===== config.mk =====
export PLATFORM = sky130hd
export DESIGN_NAME = ccsi_top
export DESIGN_NICKNAME = d
export VERILOG_FILES = /design/src/ccsi_pkg.sv /design/src/ccsi_top.sv
export VERILOG_INCLUDE_DIRS = /design/src /design/src/src
export SDC_FILE = /design/constraint.sdc
export NUM_CORES = 1
export LEC_CHECK = 0
export ABC_AREA = 1
export BUFFER_PORTS_ARGS = -buffer_cell sky130_fd_sc_hd__buf_2
export CORE_MARGIN = 1.5
export CORE_UTILIZATION = 45
export DETAILED_ROUTE_END_ITERATION = 16
export PLACE_DENSITY = 0.7
export SETUP_SLACK_MARGIN = 0.3
export SLEW_MARGIN = 20
export SYNTH_ARGS = -nofsm -noshare
export SYNTH_HDL_FRONTEND = slang
export SYNTH_SLANG_ARGS = --single-unit

===== constraint.sdc =====
create_clock -name sys_clk_in -period 6.5 [get_ports sys_clk_in]
set_input_delay 0.325 -clock sys_clk_in [delete_from_list [all_inputs] [get_ports sys_clk_in]]
set_output_delay 0.325 -clock sys_clk_in [all_outputs]
set_load 0.01 [all_outputs]

===== src/ccsi_defines.svh =====
/*
 Holds the constants of the coupler control and safety interlock block:
 register offsets, field positions, voltage ceilings and timing counts.
 Assumes inclusion by bare name from the package and the design module.
*/
`ifndef CCSI_DEFINES_SVH
`define CCSI_DEFINES_SVH

// Register byte offsets
`define CCSI_OFS_CTRL 8'h00
`define CCSI_OFS_COUPLE 8'h04
`define CCSI_OFS_VOLT 8'h08
`define CCSI_OFS_STATUS 8'h0C
`define CCSI_OFS_VMAX 8'h10

// Control register fields
`define CCSI_CTRL_LOAD_BIT 0
`define CCSI_CTRL_LAMP_BIT 1
`define CCSI_CTRL_CMD_LSB 4
`define CCSI_CTRL_CMD_MSB 5
`define CCSI_CTRL_ON_BIT 8

// Run command codes in the control register
`define CCSI_CMD_STOP 2'h0
`define CCSI_CMD_RUN 2'h1
`define CCSI_CMD_PAUSE 2'h2

// Coupling line bit positions
`define CCSI_LINE_EARTH 0
`define CCSI_LINE_PH1 1
`define CCSI_LINE_NEUTRAL 2
`define CCSI_LINE_PH2 3
`define CCSI_LINE_PH3 4
`define CCSI_LINES_1PH_MASK 5'h07

// Burst voltage ceilings in volts
`define CCSI_VMAX_NONE 13'h12C0
`define CCSI_VMAX_SECOND 13'h1194
`define CCSI_VMAX_FIRST 13'h05DC
`define CCSI_VMAX_BOTH 13'h01F4

// Input debounce time and its cycle count at 250 MHz
`define CCSI_DEBOUNCE_NS 1000
`define CCSI_CLK_PERIOD_NS 4
`define CCSI_DEBOUNCE_CYC (`CCSI_DEBOUNCE_NS / `CCSI_CLK_PERIOD_NS)

`endif


===== src/ccsi_pkg.sv =====
/*
 Holds the types of the coupler control and safety interlock block.
 Assumes the constants header sits on the include path.
*/
`include "ccsi_defines.svh"

package ccsi_pkg;

	// Generator operating state
	typedef enum logic [1:0] {
		CCSI_STOP,
		CCSI_RUN,
		CCSI_PAUSE
	} ccsi_state_type;

	// Inputs from the external coupling network
	typedef struct packed {
		logic overheat;
		logic single_phase_select;
		logic volt_limit_first;
		logic volt_limit_second;
	} ccsi_net_in_type;

	// Outputs to the external coupling network
	typedef struct packed {
		logic [4:0] coupling_line_select;
		logic load_power_switch;
		logic lamp_colour_select;
	} ccsi_net_out_type;

	// Interlock loop outputs
	typedef struct packed {
		logic loop_pass_n;
		logic lamp_periph_en;
		logic hv_enable;
		logic loop_closed;
	} ccsi_ilk_out_type;

endpackage


===== src/ccsi_top.sv =====
/*
 Coupler control and safety interlock: drives the external coupling network
 and gates high voltage, load power and run state from the interlock loop.
 Assumes an AHB-Lite master with single word transfers, bus inputs synchronous
 to sys_clk_in, and comparators outside that turn loop voltages to levels.
*/
// The register addresses and the AHB-Lite slave port were decided locally.
// Summary of operation
// RULE_01 - Five coupling-select outputs, active high
// RULE_02 - Load power output follows load setting
// RULE_03 - Lamp colour output set by software
// RULE_04 - Phase-count high forbids phases two, three
// RULE_05 - Overheat blocks load power, raises message
// RULE_06 - Limit inputs clamp maximum burst voltage
// RULE_07 - Most restrictive condition always wins
// RULE_08 - Refuse run or pause with loop open
// RULE_09 - Loop opening while running forces stop
// RULE_10 - Refuse load power with loop open
// RULE_11 - Loop opening drops load power
// RULE_12 - Closed loop: green off, red on
// RULE_13 - Emergency stop opens loop, removes power
// RULE_14 - Enable only when all units safe
// RULE_15 - Interlock loop signals are active low
// RULE_16 - Break pass-through on stop or interlock
// RULE_17 - Open contact or high input inhibits
// RULE_18 - Status line voltage engages interlock
// RULE_19 - Standby to on activates lamp, peripherals
// RULE_20 - Report status, provide chained interlock output
// RULE_21 - Stop keeps high voltage off
// RULE_22 - Synchronise and debounce external inputs
`timescale 1ns/10ps
`include "ccsi_defines.svh"

module ccsi_top #(
	parameter int DEB_CYC = `CCSI_DEBOUNCE_CYC
) (
	// Clock and reset
	input wire logic sys_clk_in,
	input wire logic sys_rst_in,
	// AHB-Lite slave
	input wire logic hsel_in,
	input wire logic [7:0] haddr_in,
	input wire logic [1:0] htrans_in,
	input wire logic hwrite_in,
	input wire logic [2:0] hsize_in,
	input wire logic [31:0] hwdata_in,
	input wire logic hready_in,
	output logic [31:0] hrdata_out,
	output logic hreadyout_out,
	output logic hresp_out,
	// Coupling network
	input wire ccsi_pkg::ccsi_net_in_type net_in,
	output ccsi_pkg::ccsi_net_out_type net_out,
	output logic overheat_msg_out,
	// Interlock loop, inputs active low
	input wire logic loop_in_n_in,
	input wire logic estop_n_in,
	input wire logic ilk_status_n_in,
	output ccsi_pkg::ccsi_ilk_out_type ilk_out,
	// Operating state and high voltage
	output ccsi_pkg::ccsi_state_type state_out,
	output logic [12:0] volt_set_out
);
	import ccsi_pkg::*;

	localparam int NIN = 7;
	localparam int DW = $clog2(DEB_CYC + 1);

	// Count of equal samples needed before a debounced input changes
	function automatic logic deb_done(input logic [DW-1:0] cnt);
		deb_done = (cnt == DW'(DEB_CYC - 1));
	endfunction

	// Voltage ceiling for the two limit inputs
	function automatic logic [12:0] vmax_of(input logic first,
		input logic second);
		unique case ({first, second})
			2'b00: vmax_of = `CCSI_VMAX_NONE;
			2'b01: vmax_of = `CCSI_VMAX_SECOND;
			2'b10: vmax_of = `CCSI_VMAX_FIRST;
			2'b11: vmax_of = `CCSI_VMAX_BOTH;
		endcase
	endfunction

	// Raw inputs, active low loop signals taken without inversion
	wire logic [NIN-1:0] raw_in;
	assign raw_in = {net_in.overheat, net_in.single_phase_select,
		net_in.volt_limit_first, net_in.volt_limit_second,
		loop_in_n_in, estop_n_in, ilk_status_n_in}; // RULE_15

	// Two-flop synchronisers and debounce counters
	logic [NIN-1:0] sync1_r;
	logic [NIN-1:0] sync2_r;
	logic [NIN-1:0] deb_r;
	logic [DW-1:0] deb_cnt_r [NIN];
	always_ff @(posedge sys_clk_in or posedge sys_rst_in) begin
		if (sys_rst_in) begin
			sync1_r <= 7'h07;
			sync2_r <= 7'h07;
		end else begin
			sync1_r <= raw_in;
			sync2_r <= sync1_r; // RULE_22
		end
	end

	// Reset leaves the loop inputs high, so the loop starts open
	for (genvar i = 0; i < NIN; i++) begin : g_deb
		always_ff @(posedge sys_clk_in or posedge sys_rst_in) begin
			if (sys_rst_in) begin
				deb_r[i] <= (i < 3) ? 1'b1 : 1'b0;
				deb_cnt_r[i] <= '0;
			end else if (sync2_r[i] == deb_r[i]) begin
				deb_cnt_r[i] <= '0;
			end else if (deb_done(deb_cnt_r[i])) begin
				deb_r[i] <= sync2_r[i]; // RULE_22
				deb_cnt_r[i] <= '0;
			end else begin
				deb_cnt_r[i] <= deb_cnt_r[i] + DW'(1);
			end
		end
	end

	// Debounced levels
	wire logic overheat;
	wire logic one_phase;
	wire logic lim_first;
	wire logic lim_second;
	wire logic loop_in_ok;
	wire logic estop_free;
	wire logic status_on;
	assign overheat = deb_r[6];
	assign one_phase = deb_r[5];
	assign lim_first = deb_r[4];
	assign lim_second = deb_r[3];
	assign loop_in_ok = ~deb_r[2]; // RULE_17
	assign estop_free = deb_r[1]; // RULE_13
	assign status_on = ~deb_r[0]; // RULE_18

	// Software registers
	logic load_req_r;
	logic lamp_r;
	logic power_on_r;
	logic [4:0] couple_r;
	logic [12:0] volt_req_r;
	logic [1:0] cmd_r;
	logic cmd_vld_r;
	ccsi_state_type state_r;
	ccsi_state_type state_nxt;

	// Loop is closed only when every unit in the chain is safe
	wire logic loop_closed;
	assign loop_closed = loop_in_ok & estop_free & status_on; // RULE_14

	// Restrictions, the most severe always applied
	wire logic [4:0] allowed_lines;
	wire logic [12:0] vmax;
	wire logic load_ok;
	assign allowed_lines = one_phase ? `CCSI_LINES_1PH_MASK : 5'h1F; // RULE_04
	assign vmax = vmax_of(lim_first, lim_second); // RULE_06
	assign load_ok = loop_closed & ~overheat; // RULE_07

	// Operating state machine
	always_comb begin
		state_nxt = state_r;
		if (cmd_vld_r) begin
			unique case (cmd_r)
				`CCSI_CMD_RUN: state_nxt = CCSI_RUN;
				`CCSI_CMD_PAUSE: state_nxt = CCSI_PAUSE;
				default: state_nxt = CCSI_STOP;
			endcase
		end
		if (!loop_closed) begin
			state_nxt = CCSI_STOP; // RULE_08 RULE_09
		end
	end

	always_ff @(posedge sys_clk_in or posedge sys_rst_in) begin
		if (sys_rst_in) begin
			state_r <= CCSI_STOP;
		end else begin
			state_r <= state_nxt;
		end
	end

	// AHB-Lite address phase capture
	logic dp_wr_r;
	logic dp_rd_r;
	logic [7:0] dp_addr_r;
	wire logic take;
	assign take = hsel_in & htrans_in[1] & hready_in;
	always_ff @(posedge sys_clk_in or posedge sys_rst_in) begin
		if (sys_rst_in) begin
			dp_wr_r <= 1'b0;
			dp_rd_r <= 1'b0;
			dp_addr_r <= 8'h00;
		end else begin
			dp_wr_r <= take & hwrite_in;
			dp_rd_r <= take & ~hwrite_in;
			dp_addr_r <= haddr_in;
		end
	end

	// Write decode in the data phase
	wire logic wr_ctrl;
	wire logic wr_couple;
	wire logic wr_volt;
	assign wr_ctrl = dp_wr_r & (dp_addr_r == `CCSI_OFS_CTRL);
	assign wr_couple = dp_wr_r & (dp_addr_r == `CCSI_OFS_COUPLE);
	assign wr_volt = dp_wr_r & (dp_addr_r == `CCSI_OFS_VOLT);

	// Load power falls at once when the loop opens or overheat rises
	always_ff @(posedge sys_clk_in or posedge sys_rst_in) begin
		if (sys_rst_in) begin
			load_req_r <= 1'b0;
			lamp_r <= 1'b0;
			power_on_r <= 1'b0;
			couple_r <= 5'h00;
			volt_req_r <= 13'h0000;
			cmd_r <= `CCSI_CMD_STOP;
			cmd_vld_r <= 1'b0;
		end else begin
			cmd_vld_r <= wr_ctrl;
			if (wr_ctrl) begin
				load_req_r <= hwdata_in[`CCSI_CTRL_LOAD_BIT] & load_ok; // RULE_10
				lamp_r <= hwdata_in[`CCSI_CTRL_LAMP_BIT]; // RULE_03
				power_on_r <= hwdata_in[`CCSI_CTRL_ON_BIT];
				cmd_r <= hwdata_in[`CCSI_CTRL_CMD_MSB:`CCSI_CTRL_CMD_LSB];
			end else if (!load_ok) begin
				load_req_r <= 1'b0; // RULE_11 RULE_05
			end
			if (wr_couple) begin
				couple_r <= hwdata_in[4:0];
			end
			if (wr_volt) begin
				volt_req_r <= hwdata_in[12:0];
			end
		end
	end

	// Outputs held in flip-flops
	ccsi_net_out_type net_r;
	ccsi_ilk_out_type ilk_r;
	logic [12:0] volt_r;
	always_ff @(posedge sys_clk_in or posedge sys_rst_in) begin
		if (sys_rst_in) begin
			net_r <= '0;
			ilk_r <= 4'h8;
			volt_r <= 13'h0000;
		end else begin
			net_r.coupling_line_select <= couple_r & allowed_lines; // RULE_01
			net_r.load_power_switch <= load_req_r & load_ok; // RULE_02
			// Closed loop forces red; software picks otherwise
			net_r.lamp_colour_select <= lamp_r & ~loop_closed; // RULE_12
			ilk_r.loop_pass_n <= ~(estop_free & status_on); // RULE_16
			ilk_r.lamp_periph_en <= power_on_r; // RULE_19
			ilk_r.hv_enable <= loop_closed & (state_nxt != CCSI_STOP); // RULE_21
			ilk_r.loop_closed <= loop_closed; // RULE_20
			volt_r <= (volt_req_r > vmax) ? vmax : volt_req_r; // RULE_06
		end
	end

	assign net_out = net_r;
	assign ilk_out = ilk_r;
	assign state_out = state_r;
	assign volt_set_out = volt_r;
	assign overheat_msg_out = overheat; // RULE_05

	// Read mux, unmapped addresses read zero
	logic [31:0] rd_mux;
	always_comb begin
		unique case (dp_addr_r)
			`CCSI_OFS_CTRL: rd_mux = {23'h0, power_on_r, 2'h0, cmd_r, 2'h0,
				lamp_r, load_req_r};
			`CCSI_OFS_COUPLE: rd_mux = {27'h0, net_r.coupling_line_select};
			`CCSI_OFS_VOLT: rd_mux = {19'h0, volt_r};
			`CCSI_OFS_STATUS: rd_mux = {24'h0, state_r, overheat, one_phase,
				loop_closed, estop_free, status_on, net_r.load_power_switch};
			`CCSI_OFS_VMAX: rd_mux = {19'h0, vmax};
			default: rd_mux = 32'h0000_0000;
		endcase
	end

	assign hrdata_out = dp_rd_r ? rd_mux : 32'h0000_0000;
	assign hreadyout_out = 1'b1;
	assign hresp_out = 1'b0;

endmodule


## After elaboration in Yosys (flattened, before gate mapping)

Index checks and enable logic that the tools add are counted.

| operators by class | value |
|---|---|
| add/sub/neg operators | 7 |
| order comparisons | 1 |
| equality and inequality tests | 24 |
| mux-type cells | 24 |
| bitwise gates (word level) | 29 |
| reduce and logical (&&, ||, !) cells | 10 |

Operator list:

| kind | count |
|---|---|
| $mux W8 | 14 |
| $pmux W13 S5 | 1 |
| $add A8 B1 Y8 const B | 7 |
| $eq A8 B8 Y1 const B | 7 |
| $pmux W13 S4 | 1 |
| $mux W32 | 1 |
| $eq A8 B4 Y1 const B | 2 |
| $and A1 B1 Y1 | 15 |
| $reduce_and A2 Y1 | 7 |
| $gt A13 B13 Y1 | 1 |
| $mux W13 | 1 |
| $not A1 Y1 | 13 |
| $eq A8 B3 Y1 const B | 1 |
| $eq A8 B5 Y1 const B | 1 |
| $logic_not A8 Y1 | 1 |
| $eq A1 B1 Y1 | 7 |
| $eq A2 B2 Y1 const B | 3 |
| $and A5 B5 Y5 | 1 |
| $mux W5 | 1 |
| $eq A2 B1 Y1 const B | 2 |
| $mux W2 | 2 |
| $pmux W2 S2 | 1 |
| $logic_not A2 Y1 | 1 |
| $mux W1 | 2 |
| other kinds (2) | 2 |

| storage, ports and cells | value |
|---|---|
| bits in registers | 137 |
| bits of input ports | 57 |
| output and inout port bits | 61 |
| logic and storage cells | 130 |

## Longest topological paths before layout

| logic depth | value |
|---|---|
| depth in word-level cells | 6 |
| gate-level depth with buffers | 13 |
| mapped depth without buffers | 13 |

## Least setup slack after synthesis

Ideal clock, no wire load.

| timing path | value |
|---|---|
| kind | reg2reg |
| start | register deb_r[4] (netlist: lim_first) |
| end | register volt_r[2] (netlist: volt_set_out[2]) |
| library setup time | 120 ps |
| data arrival time | 1864 ps |
| data required time | 6380 ps |
| setup slack | 4516 ps |
| stages on the path, launching flop included | 10 |
| path buffers | 0 |
| clock period less this slack | 1984 ps |
| cells stage by stage | dfrtp_1 -> inv_2 -> nor2_1 -> inv_1 -> ha_1 -> nand2_1 -> nor4_1 -> nand4_4 -> nand3_1 -> nand2_1 |

| on the way | value |
|---|---|
| cells in the longest elaborated chain, start to end | 4 |
| elaborated cells between the ends (all ways) | 7 |
| classes of those cells | 1 x order compare; 3 x eq/ne; 2 x mux; 1 x reduce/logical |

RTL lines:

| element | RTL line | RTL |
|---|---|---|
| from (decl) | ccsi_top.sv:94 | `logic [NIN-1:0] deb_r;` |
| from (signal, indexed assignment) | ccsi_top.sv:110 | `deb_r[i] <= (i < 3) ? 1'b1 : 1'b0;` |
| from (signal, indexed assignment) | ccsi_top.sv:115 | `deb_r[i] <= sync2_r[i];` |
| $eq A2 B2 Y1 (tied with other cells) | ccsi_top.sv:77 | `unique case ({first, second})` |
| $pmux W13 S4 (*) | ccsi_top.sv:77 |  |
| $gt A13 B13 Y1 | ccsi_top.sv:258 | `volt_r <= (volt_req_r > vmax) ? vmax : volt_req_r;` |
| $mux W13 (*) | ccsi_top.sv:258 |  |
| to (signal assigned) | ccsi_top.sv:258 |  |
| to (decl) | ccsi_top.sv:243 | `logic [12:0] volt_r;` |

Mark *: on every way between the ends. The rest lies on a longest branch, timed or not. The select of a mux whose other input is x is not followed.
A chain may end at the register's enable or synchronous reset.

## Worst setup path in the final report

| timing path | value |
|---|---|
| start | register dp_addr_r[1] |
| end | output port hrdata_out[2] |

| on the way | value |
|---|---|
| cells in the longest elaborated chain, start to end | 3 |
| elaborated cells between the ends (all ways) | 7 |
| classes of those cells | 4 x eq/ne; 2 x mux; 1 x reduce/logical |

RTL lines:

| element | RTL line | RTL |
|---|---|---|
| from (decl) | ccsi_top.sv:188 | `logic [7:0] dp_addr_r;` |
| from (signal assigned) | ccsi_top.sv:199 | `dp_addr_r <= haddr_in;` |
| $eq A8 B5 Y1 (tied with other cells) | ccsi_top.sv:271 | `unique case (dp_addr_r)` |
| $pmux W13 S5 (*) | ccsi_top.sv:271 |  |
| $mux W32 (*) | ccsi_top.sv:283 | `assign hrdata_out = dp_rd_r ? rd_mux : 32'h0000_0000;` |
| to (decl) | ccsi_top.sv:48 | `output logic [31:0] hrdata_out,` |

Mark *: on every way between the ends. The rest lies on a longest branch, timed or not.

==> reports/qor.txt <==
CRITICAL PATH
-----------------------------------------------------------------------------------------------------------------
Terminus of the critical flop-to-flop path                                                           volt_req_r[10]$_DFFE_PP0P_
Cell mode on critical path                                                                                nand2_1
Depth of the most critical reg-to-reg path                                                                      5
Worst setup path startpoint                                                                          dp_addr_r[1]$_DFF_PP0_
Startpoint Class                                                                                        flip-flop
Flop-to-flop setup slack                                                                                  3850 ps
Worst stage delay on the critical path                                                                     630 ps
Crit path required time                                                                                   6170 ps
Buffers & Inverters on Critical Path                                                                            2
Slowest CP cell                                                                                            nor3_2
Largest fanout of any net on the critical path                                                                 14
Worst setup path class                                                                                 reg -> out
Worst setup path endpoint                                                                            hrdata_out[2]
Category of the worst setup path capture point                                                         output pin
Gate family responsible for the most delay along the worst path                                      simple AND/OR/NAND/NOR gates
Chain of cells forming the critical path                                                             inv_1 > nand2_1 > nor3_2 > nand2_1 > o221ai_1 > nand2_1 > nor2_1 > buf_2
Number of cells on the critical path                                                                            8
Start of the worst register-to-register path                                                         dp_addr_r[1]$_DFF_PP0_
Data arrival at the endpoint of the critical path                                                         2410 ps

MIN PATH
-----------------------------------------------------------------------------------------------------------------
Worst Hold Class                                                                                        in -> reg
Beginning of the worst hold path                                                                      haddr_in[5]

SYNTHESIS
-----------------------------------------------------------------------------------------------------------------
Post-synthesis instance area                                                                           6180 sq um
Synthesized area divided by synthesized cell count                                                     9.17 sq um
Number of warning messages in the yosys log                                                                     0
Portion of netlist area occupied by mux cells                                                             0.00364
Register bit total from synthesis                                                                             137
Share of the yosys chip area belonging to registers                                                         0.557
Number of distinct library cells after synthesis                                                               41
Share of synthesized cell area in and, or, nand and nor gates                                               0.224
Fraction of registers with async set or reset after synthesis                                                1.00
Synth top area cells                                                                                 dfrtp_1 (51%), nand2_1 (7.4%), nor2_1 (5.9%)
Compound-Gate Fraction of Synth Area                                                                       0.0567
Synthesized instance count                                                                                    674
Number of flops mapped to enable cells by yosys                                                                 0
Commonest cells post-synth                                                                           dfrtp_1 (127), nand2_1 (122), nor2_1 (97)
XOR/XNOR share of the synthesized area                                                                     0.0397
Arithmetic-cell share of the synthesized area counting full adders, half adders and majority gates         0.0405
Combinational family with the most area after synthesis                                              simple AND/OR/NAND/NOR gates
Share of the synthesized area in the top cell type                                                          0.514
Top FF cell, synth                                                                                        dfrtp_1
Cell type with the highest aggregate area in the netlist                                                  dfrtp_1
Top-count cell post-synth                                                                                 dfrtp_1

GLOBAL ROUTING
-----------------------------------------------------------------------------------------------------------------
Sum of overflow across all layers after global routing                                                          0
GRT met3 Usage                                                                                             0.0458
Met2 Usage GRT                                                                                              0.341
Pin count of the biggest net entering global routing                                                           92
Most used routing layer in global routing                                                                    met2
Met1 layer usage reported by global route                                                                   0.238
Antenna violations before repair                                                                                0
All-Layer GR Usage                                                                                          0.200
Wire length of the first global-routing pass                                                              22.3 mm
Vias in the first global route                                                                              4,660

FLOW RUN
-----------------------------------------------------------------------------------------------------------------
Maximum Capacitance Violations                                                                                  0

POWER
-----------------------------------------------------------------------------------------------------------------
Power density cells                                                                                   269 nW/um^2
Total power                                                                                               1.97 mW
Leakage power figure                                                                                      3.64 nW
Worst voltage drop across the vdd grid                                                                     194 uV

CTS
-----------------------------------------------------------------------------------------------------------------
Htree depth                                                                                                     4
Clock transition at the registers of the reported paths                                                     60 ps
Root Buffer Master                                                                                      clkbuf_16
Number of buffers added by the clock tree synthesis step                                                       17
Maximum count of clock buffers along a single path                                                              2
CTS sink count                                                                                                137
Number of setup buffers added after CTS                                                                         0
CTS tree                                                                                                     done
Clock latency of the later-clocked register in the worst-skew pair                                         420 ps
Count of instances resized after the clock tree is built                                                        0
Number of hold-repair buffers added at the cts stage                                                            9

TIMING
-----------------------------------------------------------------------------------------------------------------
Fmax                                                                                                      365 MHz
Fin. max-slew vios                                                                                              0
Setup TNS                                                                                                    0 ps
Setup repair after global routing missed its margin                                                         false
Time the worst path needs with I/O delays and setup                                                       2740 ps
Tightest slew margin relative to the limit                                                                  0.425
Fin. Hold Viols                                                                                                 0
Final setup violation count                                                                                     0
Final period utilization                                                                                    0.421
Worst setup slack after layout                                                                            3760 ps
Least-Margin Pin Slew                                                                                      856 ps
Max Clock Skew                                                                                            8.18 ps

ROUTE
-----------------------------------------------------------------------------------------------------------------
Count of TritonRoute iterations in the first routing pass                                                       4
Iteration-0 DRC Markers                                                                                       218
DR DRC count                                                                                                    0
Wire length reported by the detailed router                                                               13.3 mm
Number of nets with antenna violations after routing                                                            0
Mean routed wirelength per cell                                                                      14.0 microns
Via density                                                                                                  4.94
DR vias                                                                                                     4,714

CELLS AND AREA
-----------------------------------------------------------------------------------------------------------------
Utilization after layout                                                                                    0.550
Number of antenna diodes                                                                                        0
Number of nets in the layout                                                                                  843
Fraction of final layout cells sized beyond drive strength 1                                                0.172
Area added between synthesis and finish                                                                     18.8%

DIE
-----------------------------------------------------------------------------------------------------------------
Site row count                                                                                                 42
Core ar.                                                                                             13,300 sq um
X dimension of the die                                                                                120 microns
Height of the chip                                                                                    120 microns
Area enclosed by the die boundary                                                                    14,400 sq um
Initial standard-cell utilization of the core                                                               0.463
Count of pins on the block boundary                                                                           118

PLACED DESIGN
-----------------------------------------------------------------------------------------------------------------
Minimum setup slack after placement                                                                       3860 ps
RD Place Congestion                                                                                         0.882
Half-perimeter wire length after placement                                                                9.66 mm
Quantity of I/O buffers inserted on ports                                                                      73

OUTCOME
-----------------------------------------------------------------------------------------------------------------
Result of the run                                                                                    finished, final reports clean

[where the power goes]
group	switching, mW	total, mW	internal, mW
clock network	0.359	0.962	0.603
logic	0.0677	0.105	0.0369
registers	0.0234	0.907	0.883
[cells in the final DEF, fill, tap and decap left out, types with 2 or more instances in the layout]
cell | Yosys | final
dfrtp_1 | 127 | 127
nand2_1 | 122 | 122
nor2_1 | 97 | 97
buf_2 | 1 | 73
inv_1 | 72 | 71
nand3_1 | 57 | 57
a21oi_1 | 24 | 24
o21ai_0 | 23 | 23
conb_1 | 2 | 21
nor3_1 | 20 | 20
ha_1 | 20 | 20
clkbuf_16 | 0 | 17
xor2_1 | 15 | 15
xnor2_1 | 13 | 13
dfstp_2 | 10 | 10
dlygate4sd3_1 | 0 | 9
and3_1 | 6 | 6
a41oi_1 | 4 | 4
clkbuf_8 | 0 | 4
clkinv_2 | 0 | 4
inv_2 | 3 | 3
nand4_1 | 3 | 3
clkinvlp_4 | 0 | 3
nor3_2 | 2 | 2
mux2_2 | 2 | 2
or2_2 | 2 | 2
a31oi_1 | 2 | 2
nor2_2 | 2 | 2
nand2_4 | 2 | 2
a21boi_0 | 2 | 2
a211oi_1 | 2 | 2
bufinv_16 | 0 | 2
clkinv_4 | 0 | 2
[through the flow]
step           cells  area (sq um)  hold WS [ps]
2_1_floorplan    693          6250           329
3_3_place_gp     914          6650           332
3_5_place_dp     914          6650           336
4_1_cts          955          7340          1.51
5_1_grt          955          7350          7.45
6_report         955          7350          20.2
[how the worst min path moves through the flow]
stage,end,slack [ps],cells past startpoint
finish,dp_addr_r[5]$_DFF_PP0_,20,1
global placement,sync2_r[5]$_DFF_PP0_,330,0
floorplan,sync1_r[0]$_DFF_PP1_,330,0
detailed placement,sync2_r[3]$_DFF_PP0_,340,0
global route,dp_addr_r[5]$_DFF_PP0_,7,1
CTS,dp_addr_r[5]$_DFF_PP0_,2,1
[worst reg2reg max path, stage by stage, from the launching register on]
cell and delay, ps:
dfrtp_1 350, inv_1 90, nand2_1 90, nor3_2 630, nand3_1 840, mux2_2 530
[flip-flops by register name, summed over array words and instances (netlist names), 2 cells and up]
| register | count |
|---|---|
| couple_r | 5 |
| state_out | 2 |
| cmd_r | 2 |
| ilk_out | 4 |
| volt_req_r | 13 |
| sync2_r | 7 |
| deb_r | 2 |
| net_out | 7 |
| sync1_r | 7 |
| volt_set_out | 13 |
| dp_addr_r | 8 |
| deb_cnt_r | 56 |
[kinds of logic after synthesis]
| logic type | count (synthesis) |
|---|---|
| other | 2 |
| multiplexers | 2 |
| AND/OR/NAND/NOR | 318 |
| adder cells (fa/ha/maj) | 20 |
| AO/OA/AOI/OAI | 62 |
| XOR/XNOR | 28 |
| buffers and inverters | 105 |
| flip-flops | 137 |
[cell type report]
class                      instances  area [sq um]
timing repair buffer              83           467
sequential                       137          3440
clock buffer                      21           480
inverter                          76           288
fill                            1196          6000
tap                              176           220
multi-input combinational        451          2330
clock inverter                    11           120
[per-layer routing]
metal	routed length (microns)	up-vias	part of all wire
li1	-	2310	-
met4	413	0	0.031
met2	6690	124	0.50
met1	5770	2256	0.43
met3	454	24	0.034
met5	0	-	0
Power figures use the tool's default switching activity.
